File: config.mk
export PLATFORM = sky130hd
export DESIGN_NAME = jlm_link_modes
export DESIGN_NICKNAME = d
export VERILOG_FILES = /design/src/jlm_pkg.sv /design/src/jlm_link_modes.sv
export VERILOG_INCLUDE_DIRS = /design/src
export SDC_FILE = /design/constraint.sdc
export NUM_CORES = 1
export LEC_CHECK = 0
export BUFFER_PORTS_ARGS = -buffer_cell sky130_fd_sc_hd__buf_2
export CAP_MARGIN = 15
export CORE_ASPECT_RATIO = 0.8
export CORE_UTILIZATION = 48
export CTS_CLUSTER_SIZE = 25
export DETAILED_ROUTE_END_ITERATION = 12
export PLACE_DENSITY = 0.82
export SLEW_MARGIN = 0
export SYNTH_ARGS = -nofsm -noshare
export SYNTH_HDL_FRONTEND = slang
export SYNTH_SLANG_ARGS = --single-unit
File: constraint.sdc
create_clock -name ref_clk_i -period 2.2 [get_ports ref_clk_i]
set_input_delay 0.44 -clock ref_clk_i [delete_from_list [all_inputs] [get_ports ref_clk_i]]
set_output_delay 0.44 -clock ref_clk_i [all_outputs]
set_load 0.005 [all_outputs]
File: src/jlm_link_map.svh
// Offsets, field positions, reset values and timing counts of the link block.
// Assumes a 20 MHz reference clock and byte addresses on the register port.
`ifndef JLM_LINK_MAP_SVH
`define JLM_LINK_MAP_SVH

`define JLM_CLK_MHZ 20
`define JLM_ADDR_W 8
`define JLM_DATA_W 32

// Register offsets
`define JLM_OFS_CTRL 8'h00
`define JLM_OFS_STAT 8'h04

// Control register fields
`define JLM_CTRL_WCM_BIT 0
`define JLM_CTRL_DLOOP_BIT 1
`define JLM_CTRL_ALOOP_BIT 2
`define JLM_CTRL_RESET 3'h0

// Status register fields
`define JLM_STAT_MODE_LSB 0
`define JLM_STAT_FILT_BIT 4
`define JLM_STAT_IDLEW_BIT 5
`define JLM_STAT_RXOK_BIT 6
`define JLM_STAT_CNT_LSB 8

// Filter counter end points
`define JLM_CNT_MAX 4'hF
`define JLM_CNT_MIN 4'h0

// Timing
`define JLM_IDLE_NS 300000
`define JLM_LINK_DIV 20
`define JLM_STAB_CYC 64

`endif

File: src/jlm_pkg.sv
// Types shared by the link mode and receive filter logic.
// Assumes nothing beyond a SystemVerilog compiler.
package jlm_pkg;

    typedef enum logic [3:0] {
        JLM_RESET = 4'h1,
        JLM_RUN = 4'h2,
        JLM_WAIT = 4'h4,
        JLM_STOP = 4'h8
    } jlm_mode_t;

    typedef struct packed {
        logic low_voltage_reset;
        logic power_on;
        logic watchdog_reset;
        logic pin;
    } jlm_rst_src_t;

    typedef struct packed {
        logic wait_exec;
        logic stop_exec;
    } jlm_cpu_op_t;

    typedef struct packed {
        logic aloop;
        logic dloop;
        logic wait_clock_mode_bit;
    } jlm_ctrl_t;

endpackage

File: src/jlm_link_modes.sv
// Mode sequencer and receive noise filter of a single-wire VPW link controller.
// Assumes synchronous inputs, a 20 MHz ref_clk_i and a protocol handler outside.
//
// How it works
// - Any reset source forces reset mode immediately
// - Reset mode holds registers, outputs, ignores inputs
// - Run mode only after all sources release
// - Wait instruction, clock bit clear: enter wait
// - Wait: bus going active interrupts, returns run
// - Wait: valid end-of-frame also raises interrupt
// - Stop instruction, or wait with bit set: stop
// - Stop halts clocks; activity interrupts, returns run
// - Reception unreliable until clocks settle after stop
// - Digital loopback ties transmit to receive internally
// - Analog loopback keeps digital behaviour unchanged
// - After analog loopback, wait for idle bus
// - Sample on link clock rise, step on fall
// - Counter counts up on high, down on low
// - At fifteen latch sets, counter saturates
// - At zero latch clears, counter saturates
// - Latch holds until opposite end point reached
// - Clean edge delayed fifteen to sixteen periods
// - Pulses shorter than filter delay are removed
// - Longer short pulses reach decoder as invalid
// - Arbitration compare allows for filter delay
//
// Added by the designer: the register offsets and the address-and-strobe port.
`timescale 1ns/10ps
`default_nettype none
`include "jlm_link_map.svh"

module jlm_link_modes #(
    parameter int LINK_DIV = `JLM_LINK_DIV,
    parameter int IDLE_CYC = (`JLM_IDLE_NS * `JLM_CLK_MHZ + 999) / 1000,
    parameter int STAB_CYC = `JLM_STAB_CYC,
    parameter int ARB_DLY = 16
) (
    input wire logic ref_clk_i,
    input wire logic rst_i,
    input wire jlm_pkg::jlm_rst_src_t reset_src_i,
    input wire jlm_pkg::jlm_cpu_op_t cpu_op_i,
    input wire logic raw_receive_input_i,
    input wire logic tx_data_i,
    input wire logic eof_valid_i,
    input wire logic [`JLM_ADDR_W-1:0] addr_i,
    input wire logic [`JLM_DATA_W-1:0] wdata_i,
    input wire logic wr_i,
    input wire logic rd_i,
    output logic [`JLM_DATA_W-1:0] rdata_o,
    output logic transmit_output_o,
    output logic filtered_rx_o,
    output logic rx_ok_o,
    output logic bus_enable_o,
    output logic arb_lost_o,
    output logic wake_irq_o,
    output jlm_pkg::jlm_mode_t mode_o
);

    localparam int DIV_W = $clog2(LINK_DIV);
    localparam int IDLE_W = $clog2(IDLE_CYC + 1);
    localparam int STAB_W = $clog2(STAB_CYC + 1);
    localparam logic [DIV_W-1:0] DIV_LAST = DIV_W'(LINK_DIV - 1);
    localparam logic [DIV_W-1:0] DIV_HALF = DIV_W'(LINK_DIV / 2);

    if (LINK_DIV < 2 || IDLE_CYC < 1 || STAB_CYC < 1 || ARB_DLY < 2)
    begin : g_param_check
        $error("jlm_link_modes: parameter out of range");
    end

    // Saturating up/down step of the filter counter
    function automatic logic [3:0] jlm_step(input logic [3:0] cnt, input logic up);
        logic [3:0] res;
        res = cnt;
        if (up && cnt != `JLM_CNT_MAX)
            res = cnt + 4'h1;
        else if (!up && cnt != `JLM_CNT_MIN)
            res = cnt - 4'h1;
        return res;
    endfunction

    logic any_src;
    assign any_src = |reset_src_i;

    jlm_pkg::jlm_ctrl_t ctrl_reg, ctrl_next;
    jlm_pkg::jlm_mode_t mode_reg, mode_next;

    // ----------------------------------------------------------------
    // Link interface clock phases and receive filter
    // ----------------------------------------------------------------
    logic [DIV_W-1:0] div_reg, div_next;
    logic samp_reg, samp_next;
    logic [3:0] cnt_reg, cnt_next;
    logic filt_reg, filt_next;
    logic filt_d_reg, filt_d_next;
    logic rise_ph, fall_ph, clk_run, filt_in;

    assign clk_run = (mode_reg != jlm_pkg::JLM_STOP) && (mode_reg != jlm_pkg::JLM_RESET);
    assign rise_ph = clk_run && (div_reg == '0);
    assign fall_ph = clk_run && (div_reg == DIV_HALF);
    assign filt_in = ctrl_reg.dloop ? tx_data_i : raw_receive_input_i;

    always_comb
    begin
        div_next = div_reg;
        samp_next = samp_reg;
        cnt_next = cnt_reg;
        filt_next = filt_reg;
        filt_d_next = filt_reg;
        if (any_src)
        begin
            div_next = '0;
            samp_next = 1'b0;
            cnt_next = `JLM_CNT_MIN;
            filt_next = 1'b0;
            filt_d_next = 1'b0;
        end
        else if (clk_run)
        begin
            div_next = (div_reg == DIV_LAST) ? '0 : div_reg + DIV_W'(1);
            if (rise_ph)
                samp_next = filt_in;
            if (fall_ph)
            begin
                cnt_next = jlm_step(cnt_reg, samp_reg);
                if (cnt_next == `JLM_CNT_MAX)
                    filt_next = 1'b1;
                else if (cnt_next == `JLM_CNT_MIN)
                    filt_next = 1'b0;
            end
        end
    end

    always_ff @(posedge ref_clk_i or posedge rst_i)
    begin
        if (rst_i)
        begin
            div_reg <= '0;
            samp_reg <= 1'b0;
            cnt_reg <= `JLM_CNT_MIN;
            filt_reg <= 1'b0;
            filt_d_reg <= 1'b0;
        end
        else
        begin
            div_reg <= div_next;
            samp_reg <= samp_next;
            cnt_reg <= cnt_next;
            filt_reg <= filt_next;
            filt_d_reg <= filt_d_next;
        end
    end

    // Filtered level leaves the block unchanged; short pulses never reach 15 or 0,
    // longer ones go on to the decoder, which flags them as invalid.
    assign filtered_rx_o = filt_reg;

    // ----------------------------------------------------------------
    // Operating mode sequencer
    // ----------------------------------------------------------------
    logic irq_reg, irq_next;
    logic [STAB_W-1:0] stab_reg, stab_next;
    logic rx_ok_reg, rx_ok_next;
    logic act_rise;

    assign act_rise = filt_reg && !filt_d_reg;

    always_comb
    begin
        mode_next = mode_reg;
        irq_next = 1'b0;
        stab_next = stab_reg;
        rx_ok_next = rx_ok_reg;
        if (stab_reg != '0)
            stab_next = stab_reg - STAB_W'(1);
        else if (mode_reg == jlm_pkg::JLM_RUN)
            rx_ok_next = 1'b1;
        if (any_src)
        begin
            mode_next = jlm_pkg::JLM_RESET;
            stab_next = '0;
            rx_ok_next = 1'b0;
        end
        else
        begin
            unique case (mode_reg)
                jlm_pkg::JLM_RESET:
                    mode_next = jlm_pkg::JLM_RUN;
                jlm_pkg::JLM_RUN:
                begin
                    if (cpu_op_i.stop_exec ||
                        (cpu_op_i.wait_exec && ctrl_reg.wait_clock_mode_bit))
                    begin
                        mode_next = jlm_pkg::JLM_STOP;
                        rx_ok_next = 1'b0;
                    end
                    else if (cpu_op_i.wait_exec)
                        mode_next = jlm_pkg::JLM_WAIT;
                end
                jlm_pkg::JLM_WAIT:
                begin
                    if (act_rise || eof_valid_i)
                    begin
                        irq_next = 1'b1;
                        mode_next = jlm_pkg::JLM_RUN;
                    end
                end
                jlm_pkg::JLM_STOP:
                begin
                    if (raw_receive_input_i)
                    begin
                        irq_next = 1'b1;
                        mode_next = jlm_pkg::JLM_RUN;
                        stab_next = STAB_W'(STAB_CYC);
                    end
                end
            endcase
        end
    end

    always_ff @(posedge ref_clk_i or posedge rst_i)
    begin
        if (rst_i)
        begin
            mode_reg <= jlm_pkg::JLM_RESET;
            irq_reg <= 1'b0;
            stab_reg <= '0;
            rx_ok_reg <= 1'b0;
        end
        else
        begin
            mode_reg <= mode_next;
            irq_reg <= irq_next;
            stab_reg <= stab_next;
            rx_ok_reg <= rx_ok_next;
        end
    end

    assign mode_o = mode_reg;
    assign wake_irq_o = irq_reg;
    assign rx_ok_o = rx_ok_reg;

    // ----------------------------------------------------------------
    // Transmit path, idle wait and arbitration compare
    // ----------------------------------------------------------------
    logic tx_reg, tx_next;
    logic idlew_reg, idlew_next;
    logic [IDLE_W-1:0] idle_reg, idle_next;
    logic [ARB_DLY-1:0] arb_sh_reg, arb_sh_next;
    logic arb_reg, arb_next;
    logic ben_reg, ben_next;
    logic aloop_exit;

    // Software is trusted to let a frame finish before leaving run mode.
    assign aloop_exit = wr_i && addr_i == `JLM_OFS_CTRL && ctrl_reg.aloop &&
                        !wdata_i[`JLM_CTRL_ALOOP_BIT];

    always_comb
    begin
        idle_next = idle_reg;
        idlew_next = idlew_reg;
        arb_sh_next = arb_sh_reg;
        if (filt_reg)
            idle_next = '0;
        else if (idle_reg != IDLE_W'(IDLE_CYC))
            idle_next = idle_reg + IDLE_W'(1);
        if (aloop_exit && !any_src)
        begin
            idlew_next = 1'b1;
            idle_next = '0;
        end
        else if (idlew_reg && idle_reg == IDLE_W'(IDLE_CYC))
            idlew_next = 1'b0;
        ben_next = (mode_reg == jlm_pkg::JLM_RUN) && !idlew_next;
        // Analog loopback alters nothing on the digital path
        tx_next = ben_next && !ctrl_reg.dloop && tx_data_i;
        arb_next = ben_reg && arb_reg;
        if (rise_ph)
        begin
            arb_sh_next = {arb_sh_reg[ARB_DLY-2:0], tx_reg};
            // Compare at the sample phase, where echo and filter output line up
            arb_next = ben_reg && (arb_sh_reg[ARB_DLY-2] != filt_reg);
        end
        if (any_src)
        begin
            idle_next = '0;
            idlew_next = 1'b0;
            arb_sh_next = '0;
            arb_next = 1'b0;
            ben_next = 1'b0;
            tx_next = 1'b0;
        end
    end

    always_ff @(posedge ref_clk_i or posedge rst_i)
    begin
        if (rst_i)
        begin
            tx_reg <= 1'b0;
            idlew_reg <= 1'b0;
            idle_reg <= '0;
            arb_sh_reg <= '0;
            arb_reg <= 1'b0;
            ben_reg <= 1'b0;
        end
        else
        begin
            tx_reg <= tx_next;
            idlew_reg <= idlew_next;
            idle_reg <= idle_next;
            arb_sh_reg <= arb_sh_next;
            arb_reg <= arb_next;
            ben_reg <= ben_next;
        end
    end

    assign transmit_output_o = tx_reg;
    assign arb_lost_o = arb_reg;
    assign bus_enable_o = ben_reg;

    // ----------------------------------------------------------------
    // Register port
    // ----------------------------------------------------------------
    logic [`JLM_DATA_W-1:0] rdata_reg, rdata_next;

    always_comb
    begin
        ctrl_next = ctrl_reg;
        rdata_next = '0;
        if (any_src)
            ctrl_next = `JLM_CTRL_RESET;
        else
        begin
            if (wr_i && addr_i == `JLM_OFS_CTRL)
            begin
                ctrl_next.wait_clock_mode_bit = wdata_i[`JLM_CTRL_WCM_BIT];
                ctrl_next.dloop = wdata_i[`JLM_CTRL_DLOOP_BIT];
                ctrl_next.aloop = wdata_i[`JLM_CTRL_ALOOP_BIT];
            end
            if (rd_i && addr_i == `JLM_OFS_CTRL)
            begin
                rdata_next[`JLM_CTRL_WCM_BIT] = ctrl_reg.wait_clock_mode_bit;
                rdata_next[`JLM_CTRL_DLOOP_BIT] = ctrl_reg.dloop;
                rdata_next[`JLM_CTRL_ALOOP_BIT] = ctrl_reg.aloop;
            end
            else if (rd_i && addr_i == `JLM_OFS_STAT)
            begin
                rdata_next[`JLM_STAT_MODE_LSB +: 4] = mode_reg;
                rdata_next[`JLM_STAT_FILT_BIT] = filt_reg;
                rdata_next[`JLM_STAT_IDLEW_BIT] = idlew_reg;
                rdata_next[`JLM_STAT_RXOK_BIT] = rx_ok_reg;
                rdata_next[`JLM_STAT_CNT_LSB +: 4] = cnt_reg;
            end
        end
    end

    always_ff @(posedge ref_clk_i or posedge rst_i)
    begin
        if (rst_i)
        begin
            ctrl_reg <= `JLM_CTRL_RESET;
            rdata_reg <= '0;
        end
        else
        begin
            ctrl_reg <= ctrl_next;
            rdata_reg <= rdata_next;
        end
    end

    assign rdata_o = rdata_reg;

    // ----------------------------------------------------------------
    // Assertions
    // ----------------------------------------------------------------
    AST_RESET_ENTRY: assert property (@(posedge ref_clk_i) disable iff (rst_i)
        any_src |=> mode_reg == jlm_pkg::JLM_RESET)
        else $error("reset source did not force reset mode");

    AST_RESET_HOLD: assert property (@(posedge ref_clk_i) disable iff (rst_i)
        any_src |=> !tx_reg && !irq_reg && ctrl_reg == `JLM_CTRL_RESET && cnt_reg == 4'h0)
        else $error("state not held at reset values in reset mode");

    AST_RUN_RELEASE: assert property (@(posedge ref_clk_i) disable iff (rst_i)
        (mode_reg == jlm_pkg::JLM_RESET && !any_src) |=> mode_reg == jlm_pkg::JLM_RUN)
        else $error("run mode not entered after reset release");

    AST_WAIT_ENTRY: assert property (@(posedge ref_clk_i) disable iff (rst_i)
        (mode_reg == jlm_pkg::JLM_RUN && cpu_op_i.wait_exec && !cpu_op_i.stop_exec &&
         !ctrl_reg.wait_clock_mode_bit && !any_src) |=> mode_reg == jlm_pkg::JLM_WAIT)
        else $error("wait mode not entered");

    AST_WAIT_WAKE: assert property (@(posedge ref_clk_i) disable iff (rst_i)
        (mode_reg == jlm_pkg::JLM_WAIT && act_rise && !any_src)
        |=> irq_reg && mode_reg == jlm_pkg::JLM_RUN)
        else $error("bus activity did not wake from wait");

    AST_EOF_WAKE: assert property (@(posedge ref_clk_i) disable iff (rst_i)
        (mode_reg == jlm_pkg::JLM_WAIT && eof_valid_i && !any_src) |=> irq_reg)
        else $error("end of frame did not raise wake request");

    AST_STOP_ENTRY: assert property (@(posedge ref_clk_i) disable iff (rst_i)
        (mode_reg == jlm_pkg::JLM_RUN && !any_src && (cpu_op_i.stop_exec ||
         (cpu_op_i.wait_exec && ctrl_reg.wait_clock_mode_bit)))
        |=> mode_reg == jlm_pkg::JLM_STOP)
        else $error("stop mode not entered");

    AST_STOP_FROZEN: assert property (@(posedge ref_clk_i) disable iff (rst_i)
        (mode_reg == jlm_pkg::JLM_STOP && !any_src) |=> $stable(cnt_reg) && $stable(div_reg))
        else $error("filter moved while clocks halted");

    AST_DLOOP_QUIET: assert property (@(posedge ref_clk_i) disable iff (rst_i)
        ctrl_reg.dloop |=> !transmit_output_o)
        else $error("bus driven in digital loopback");

    AST_IDLE_WAIT: assert property (@(posedge ref_clk_i) disable iff (rst_i)
        (aloop_exit && !any_src) |=> idlew_reg ##1 !bus_enable_o)
        else $error("bus enabled before idle after analog loopback");

    AST_LATCH_SET: assert property (@(posedge ref_clk_i) disable iff (rst_i)
        (cnt_reg == 4'hF && fall_ph && samp_reg && !any_src) |=> cnt_reg == 4'hF && filt_reg)
        else $error("counter overflowed or latch not set");

    AST_LATCH_CLR: assert property (@(posedge ref_clk_i) disable iff (rst_i)
        cnt_reg == 4'h0 |-> !filt_reg)
        else $error("latch set while counter at zero");

    AST_LATCH_HOLD: assert property (@(posedge ref_clk_i) disable iff (rst_i)
        (cnt_reg != 4'h0 && cnt_reg != 4'hF) |-> filt_reg == filt_d_reg)
        else $error("latch changed between end points");

    AST_STEP_ON_FALL: assert property (@(posedge ref_clk_i) disable iff (rst_i)
        (!fall_ph && !any_src) |=> $stable(cnt_reg))
        else $error("counter stepped off the falling phase");

endmodule

`default_nettype wire

==> flow_summary.toml, run 1 <==
[cts]
cts_tree = "built"
ctsHoldBuffers = 0
post_cts_buffers = 0
path_clk_slew_ns = 0.08
cts_max_level = 3
clock_sinks = 71
postCtsResizedCells = 0
clock_path_buffers = 2
cts_made_buffers = 9
cts-root-buf = "clkbuf_8"
clkLatencyLatePin_ns = 0.35

[yosys]
synth_area_per_cell_um2 = 9.56
synth-compound-area-share = 0.116
synth_cells = 380
synth_top_family_by_area = "simple AND/OR/NAND/NOR gates"
yosys.area_share.simple = 0.209
ys_seq_area_frac = 0.489
yosys_register_bits = 71
syn_area_mm2 = 0.00363
synthFlopType = "dfrtp_1"
synth.area.top_cells = "dfrtp_1, a21oi_1, buf_4"
synth_edf_count = 0
synth_xor_area_frac = 0.0482
synthTopCellsByCount = "dfrtp_1, nand2_1, nor2_1, a21oi_1, buf_4"
synth_mux_area_frac = 0.0193
synth_top_cell_area_share = 0.482
synth_area_leader_cell = "dfrtp_1"
ys_types = 55
synthAdderAreaFrac = 0.0310
async_reset_ff_frac = 1.00
synth_most_common_cell = "dfrtp_1"
yosys_warnings = 0

[finish]
areaGrowthSynthToFinish_pct = 13.3
fillers = 587
antenna_cells = 0
stdcell_count = 526
nNetsFinal = 496
drive_gt1_frac = 0.187
largest_reg_flops = 15
finalInstanceArea_mm2 = 0.00412

[routing]
wl_per_cell_um = 14.5
first_iter_violations = 165
drt_wl_total_mm = 7.61
routed_via_density = 5.42
ant_nets = 0
drc = 0
vias = 2853
dr.pass1.iters = 4

[floorplan]
io-pin-count = 95
die_x_um = 99.3
core_mm2 = 0.00709
die_h_um = 79.8
rows = 27
dieArea_mm2 = 0.00792
start_util = 0.512

[setup_path]
cp_num_buf_inv = 1
end_kind = "register"
worstSetupPathType = "reg2reg"
crit_fanout = 4
crit_path_start_kind = "register"
crit_chain = "inv_1 > ha_1 > or4b_2 > a21oi_1 > o32ai_1 > a211oi_1 > o41ai_1"
slowest_stage = "or4b_2"
cp.required_ns = 2.42
critPathTopFamily = "compound AO/OA/AOI/OAI gates"
critPathArrivalTime_ns = 2.27
cpPeakStageDelay_ns = 0.61

[global_route]
track_usage = 0.211
grt_pass1_wl_mm = 12.9
grt_overflow = 0
grt_antenna_before_repair = 0
grt_pass1_vias = 2714
grt_max_degree = 31

[placed_design]
placedCellCount = 510
place.gp.congestion = 0.917
dpl_cell_area_mm2 = 0.00392
hpwl_mm = 5.51
io_buffers = 44

[power_and_ir_drop]
p_per_area_mw_per_mm2 = 595
seq_power_share = 0.535
p_switching_mw = 0.578
leakage_nw = 1.95
pwr-share-clk = 0.421
vdd_drop_max_v = 0.000274
combPwrFrac = 0.045
total_power_mw = 2.45
internal_power_mw = 1.87
switching_share = 0.236

[timing]
timing.slew.headroom = 0.544
fmax_mhz = 488
maxSlewViolCount = 0
setup_viol = 0
fin_skew_ns = 0.0115
fin_tns_setup_ns = 0
period_needed_ns = 2.05
rsz0062_at_grt = "false"
max_slew.worst_pin.slew_ns = 0.683
hold_violations = 0
fin_crit_sh = 0.931

[flow_run]
cap_violations = 0

[run_status]
status = "completed"

[hold_path]
hp-class = "in2async"
per-stage QoR:
step,hold WS (ns),worst slack [ns],utilization
CTS,0.193,0.183,0.580
floorplan,0.454,0.121,-
detailed placement,0.485,0.192,0.553
finish,0.182,0.153,0.580
global placement,0.479,0.212,0.553
global route,0.222,0.00687,0.580
cells in the final DEF (no fill, tap or decap), types with 3 or more instances in the layout:
cell        Yosys  routed
dfrtp_1        70      70
nand2_1        44      44
buf_2           4      44
nor2_1         43      43
a21oi_1        33      33
conb_1          1      21
inv_1          17      16
buf_4          22      14
xnor2_1        10      10
xor2_1         10      10
and2_1          9       9
ha_1            9       9
clkbuf_8        0       9
nand3_1         8       8
mux2i_1         7       7
nor2b_1         6       6
nor3_1          6       6
or3_1           5       5
and3_1          5       5
nand4_1         5       5
nor4_1          4       4
nand2b_1        4       4
o21ai_0         4       4
nand4b_1        3       3
nand3b_1        3       3
a211oi_1        3       3
clkinvlp_4      0       3
o211ai_1        3       3
routing by layer:
metal	track usage	wire [µm]
met5	0	0
met2	0.342	3670
met4	0.0853	91
met1	0.269	3470
met3	0.0578	379
area by class of cell:
type                       instances  area (µm²)  share of cell area
clock inverter                     6        67.6              0.0164
clock buffer                      10         128              0.0310
timing repair buffer              59         345              0.0839
inverter                          18        71.3              0.0173
multi-input combinational        275        1620               0.393
tap                               87         109              0.0264
sequential                        71        1780               0.432
power groups by stage:
stage          Sequential [mW]  Clock [mW]  Combinational, mW
6_report                  1.31        1.03              0.109
5_1_grt                   1.31        1.10              0.124
3_3_place_gp              1.33           0              0.108
3_5_place_dp              1.33           0              0.110
2_1_floorplan             1.33           0             0.0913
4_1_cts                   1.31        1.06              0.111
logic make-up (layout without fill, tap and decap cells):
| logic type | count (synthesis) | in the layout |
|---|---|---|
| and+or+nand+nor | 153 | 153 |
| DFF | 71 | 71 |
| AOI/OAI and AO/OA | 65 | 65 |
| buffers and inverters | 54 | 93 |
| xor gates and xnor gates | 20 | 20 |
| adders and majority gates | 9 | 9 |
| muxes | 7 | 7 |
| other | 1 | 21 |
path summary, 6_finish.rpt:
check / from / to / cells after the start / slack, ns
max in group asynchronous: rst_i / div_reg[4]$_DFFE_PP0P_ / 3 / 1.43
setup / recovery: cnt_reg[1]$_DFFE_PP0P_ / filtered_rx_o$_DFFE_PP0P_ / 7 / 0.15
hold reg to reg: idlew_reg$_DFF_PP0_ / rdata_o[5]$_DFF_PP0_ / 1 / 0.50
min in group ref_clk_i: wdata_i[1] / ctrl_reg[1]$_DFFE_PP0P_ / 3 / 0.34
setup reg to reg: cnt_reg[1]$_DFFE_PP0P_ / filtered_rx_o$_DFFE_PP0P_ / 7 / 0.15
hold / removal: rst_i / stab_reg[1]$_DFF_PP0_ / 2 / 0.18
No activity file was read; power rests on OpenSTA's default activity.
==> run 2, diff against run 1 <==
--- a/config.mk
+++ b/config.mk
@@ -12,6 +12,7 @@
 export CORE_UTILIZATION = 48
 export CTS_CLUSTER_SIZE = 25
 export DETAILED_ROUTE_END_ITERATION = 12
+export MAX_ROUTING_LAYER = met4
 export PLACE_DENSITY = 0.82
 export SLEW_MARGIN = 0
 export SYNTH_ARGS = -nofsm -noshare
==> flow_summary.toml, run 2 (synthesis gave the netlist of run 1 again) <==
[global_route]
track_usage = 0.212
grt_max_degree = 48
grt_pass1_wl_mm = 12.6
grt_pass1_vias = 2663
grt_overflow = 0
grt_antenna_before_repair = 0

[setup_path]
critPathArrivalTime_ns = 2.30
cp.required_ns = 2.42
end_kind = "register"
crit_path_start_kind = "register"
worstSetupPathType = "reg2reg"
crit_fanout = 4

[cts]
clock_path_buffers = 2
cts_made_buffers = 9
cts-root-buf = "clkbuf_8"
cts_max_level = 3
post_cts_buffers = 0
path_clk_slew_ns = 0.09
ctsHoldBuffers = 0
clkLatencyLatePin_ns = 0.35
postCtsResizedCells = 0
cts_tree = "built"
clock_sinks = 71

[timing]
fin_crit_sh = 0.945
fin_tns_setup_ns = 0
fin_skew_ns = 0.0136
period_needed_ns = 2.08
maxSlewViolCount = 0
timing.slew.headroom = 0.545
rsz0062_at_grt = "false"
fmax_mhz = 481
hold_violations = 0
max_slew.worst_pin.slew_ns = 0.682
setup_viol = 0

[finish]
finalInstanceArea_mm2 = 0.00411
seq_area_mm2 = 0.00178
antenna_cells = 0
largest_reg_flops = 15
drive_gt1_frac = 0.185
multi_input_comb_area_mm2 = 0.00162
areaGrowthSynthToFinish_pct = 13.2
fillers = 599
fin_util = 0.580
nNetsFinal = 495
final_cell_mix = "dfrtp_1, nand2_1, buf_2, nor2_1, a21oi_1"
layout_commonest_cell = "dfrtp_1"

[routing]
routed_via_density = 5.40
dr.pass1.iters = 4
wl_per_cell_um = 14.4
highest_layer = "met4"
ant_nets = 0
drt_wl_total_mm = 7.54
first_iter_violations = 141
wl_met2_mm = 3.54
wl_met1_mm = 3.38
drc = 0
vias = 2837
met3_length_um = 416

[power_and_ir_drop]
switching_share = 0.240
combPwrFrac = 0.044
seq_power_share = 0.532
pwr-share-clk = 0.424
vdd_drop_max_v = 0.000304
p_per_area_mw_per_mm2 = 598
leakage_nw = 1.95
p_switching_mw = 0.590
internal_power_mw = 1.87

[floorplan]
io-pin-count = 95
start_util = 0.512
core_mm2 = 0.00709
rows = 27
die_x_um = 99.3
dieArea_mm2 = 0.00792
die_h_um = 79.8

[placed_design]
place.gp.congestion = 0.908
dpl_cell_area_mm2 = 0.00391
hpwl_mm = 5.31
io_buffers = 44

[hold_path]
hp-class = "in2async"

[flow_run]
cap_violations = 0

[run_status]
status = "completed"
run 2: changes by cell type in the layout (fill, tap and decap cells not counted):
| cell | delta |
|---|---|
| inv_6 | -2 |
| buf_4 | -1 |
| clkinv_4 | +1 |
| inv_8 | +1 |
run 2: power by group through the flow:
stage | Clock [mW] | Combinational [mW] | Sequential, mW
after floorplan | 0 | 0.0913 | 1.33
after global placement | 0 | 0.107 | 1.33
after detailed placement | 0 | 0.109 | 1.33
after CTS | 1.07 | 0.110 | 1.31
after global routing | 1.12 | 0.124 | 1.31
final | 1.04 | 0.108 | 1.31
run 2: path summary, 6_finish.rpt:
path | startpoint | endpoint | slack [ns] | cells after the start
max in group asynchronous | rst_i | arb_sh_reg[1]$_DFFE_PP0N_ | 1.46 | 3
min reg2reg | arb_sh_reg[4]$_DFFE_PP0N_ | arb_sh_reg[5]$_DFFE_PP0N_ | 0.51 | 2
max reg2reg | cnt_reg[0]$_DFFE_PP0P_ | filtered_rx_o$_DFFE_PP0P_ | 0.12 | 7
max | cnt_reg[0]$_DFFE_PP0P_ | filtered_rx_o$_DFFE_PP0P_ | 0.12 | 7
min | rst_i | mode_o[3]$_DFFE_PP0P_ | 0.13 | 2
min in group ref_clk_i | wdata_i[0] | ctrl_reg[0]$_DFFE_PP0P_ | 0.35 | 3
run 2: per-stage QoR:
| stage | power [mW] | hold slack [ns] | worst slack, ns | instances |
|---|---|---|---|---|
| 6_report | 2.46 | 0.133 | 0.121 | 525 |
| 2_1_floorplan | 1.43 | 0.454 | 0.121 | 400 |
| 3_5_place_dp | 1.44 | 0.492 | 0.188 | 509 |
| 3_3_place_gp | 1.44 | 0.476 | 0.199 | 509 |
| 5_1_grt | 2.55 | 0.170 | 0.0151 | 525 |
| 4_1_cts | 2.48 | 0.138 | 0.155 | 525 |
run 2: layout make-up:
type	instances	area share
clock buffers	10	0.0310
clock inverters	6	0.0170
flip-flops and latches	71	0.432
inverters	18	0.0173
multi-input cells	275	0.393
well taps	87	0.0265
repair buffers	58	0.0822
run 2: critical path, stage by stage (launching register included):
cell	delay (ns)
dfrtp_1	0.39
inv_1	0.09
ha_1	0.22
or4b_2	0.62
a21oi_1	0.18
o32ai_1	0.10
a211oi_1	0.25
o41ai_1	0.11
run 2: per-layer routing:
metal | vias to the layer above | track usage
met5 | - | -
met4 | 0 | 0.0809
met3 | 17 | 0.0508
met2 | 103 | 0.329
met1 | 1351 | 0.273
li1 | 1366 | -
==> run 3, diff against run 2 <==
--- a/config.mk
+++ b/config.mk
@@ -14,6 +14,7 @@
 export DETAILED_ROUTE_END_ITERATION = 12
 export MAX_ROUTING_LAYER = met4
 export PLACE_DENSITY = 0.82
+export REMOVE_ABC_BUFFERS = 1
 export SLEW_MARGIN = 0
 export SYNTH_ARGS = -nofsm -noshare
 export SYNTH_HDL_FRONTEND = slang
==> flow_summary.toml, run 3 (synthesis gave the netlist of run 1 again) <==
[finish]
areaGrowthSynthToFinish_pct = 13.0
antenna_cells = 0
multi_input_comb_area_mm2 = 0.00162
fillers = 638
largest_reg_flops = 15
layout_commonest_cell = "dfrtp_1"
seq_area_mm2 = 0.00178
final_cell_mix = "dfrtp_1, nand2_1, buf_2, nor2_1, a21oi_1"
nNetsFinal = 496
drive_gt1_frac = 0.191

[setup_path]
r2r-end = "filtered_rx_o$_DFFE_PP0P_"
crit_path_start_kind = "register"
endpoint = "filtered_rx_o$_DFFE_PP0P_"
worstSetupPathType = "reg2reg"
r2r.worst_path.cells = 7
crit_fanout = 4
critPathArrivalTime_ns = 2.32
cp.required_ns = 2.43
startpoint = "cnt_reg[1]$_DFFE_PP0P_"
rrSetupSlack_ns = 0.11
end_kind = "register"
rr_startpoint = "cnt_reg[1]$_DFFE_PP0P_"

[floorplan]
die_x_um = 99.3
io-pin-count = 95
dieArea_mm2 = 0.00792
start_util = 0.512
rows = 27
core_mm2 = 0.00709
die_h_um = 79.8

[cts]
cts_max_level = 3
clock_path_buffers = 2
postCtsResizedCells = 0
cts-root-buf = "clkbuf_8"
path_clk_slew_ns = 0.08
post_cts_buffers = 0
ctsHoldBuffers = 0
clkLatencyLatePin_ns = 0.35
cts_tree = "built"
clock_sinks = 71
cts_made_buffers = 9

[power_and_ir_drop]
total_power_mw = 2.37
vdd_drop_max_v = 0.000271
leakage_nw = 1.95
p_per_area_mw_per_mm2 = 578

[routing]
wl_per_cell_um = 14.6
ant_nets = 0
drc = 0
first_iter_violations = 207
vias = 2878
drt_wl_total_mm = 7.69
routed_via_density = 5.47
dr.pass1.iters = 4

[placed_design]
io_buffers = 44
hpwl_mm = 5.45
preCtsSetupSlack_ns = 0.124
place.gp.congestion = 0.844

[global_route]
grt_pass1_vias = 2701
grt_max_degree = 72
track_usage = 0.217
grt_overflow = 0
grt_antenna_before_repair = 0
grt_pass1_wl_mm = 12.9

[timing]
maxSlewViolCount = 0
fin_skew_ns = 0.00972
hold_violations = 0
setup_viol = 0
period_needed_ns = 2.09
max_slew.worst_pin.slew_ns = 0.697
fmax_mhz = 479
fin_tns_setup_ns = 0
timing.final.ws_setup_ns = 0.114
timing.slew.headroom = 0.535
rsz0062_at_grt = "false"
fin_crit_sh = 0.948

[run_status]
status = "completed"

[hold_path]
hp-class = "in2async"

[flow_run]
cap_violations = 0
-- run 3: per-stage QoR --
step	std cells	util	area [µm²]	hold slack (ns)
floorplan	364	-	3460	0.454
global placement	510	0.552	3920	0.475
detailed placement	510	0.552	3920	0.486
CTS	526	0.578	4100	0.167
global route	526	0.579	4110	0.181
finish	526	0.579	4110	0.152
-- run 3: final cells by class --
class                           instances  area share
Multi-Input combinational cell        275       0.395
Tap cell                               87      0.0265
Clock inverter                          5     0.00792
Sequential cell                        71       0.433
Clock buffer                           11      0.0369
Inverter                               18      0.0165
Timing Repair Buffer                   59      0.0841
-- run 3: worst min path at each step --
stage / to / slack [ns] / cells past startpoint
floorplan: rdata_o[5]$_DFF_PP0_ / 0.45 / 1
global placement: rdata_o[5]$_DFF_PP0_ / 0.47 / 1
detailed placement: rdata_o[5]$_DFF_PP0_ / 0.49 / 1
CTS: idle_reg[7]$_DFFE_PP0P_ / 0.17 / 3
global route: idle_reg[5]$_DFFE_PP0P_ / 0.18 / 3
finish: idle_reg[5]$_DFFE_PP0P_ / 0.15 / 3
-- run 3: worst max-delay path, stage by stage (launching register included) --
cell,delay (ns)
dfrtp_1,0.38
inv_1,0.08
ha_1,0.23
or4b_2,0.66
a21oi_2,0.19
o32ai_1,0.09
a211oi_1,0.23
o41ai_1,0.10
-- run 3: layer usage --
| metal | global-route usage | wire, µm | up-vias |
|---|---|---|---|
| met5 | - | 0 | - |
| met4 | 0.0618 | 73 | 0 |
| met3 | 0.0578 | 509 | 9 |
| met2 | 0.335 | 3590 | 110 |
| met1 | 0.282 | 3510 | 1394 |
| li1 | - | - | 1365 |
-- run 3: report_power, final --
group / internal [mW] / switching (mW) / total [mW]
logic: 0.0332 / 0.0759 / 0.109
clock network: 0.466 / 0.490 / 0.956
registers: 1.31 / 0.00233 / 1.31
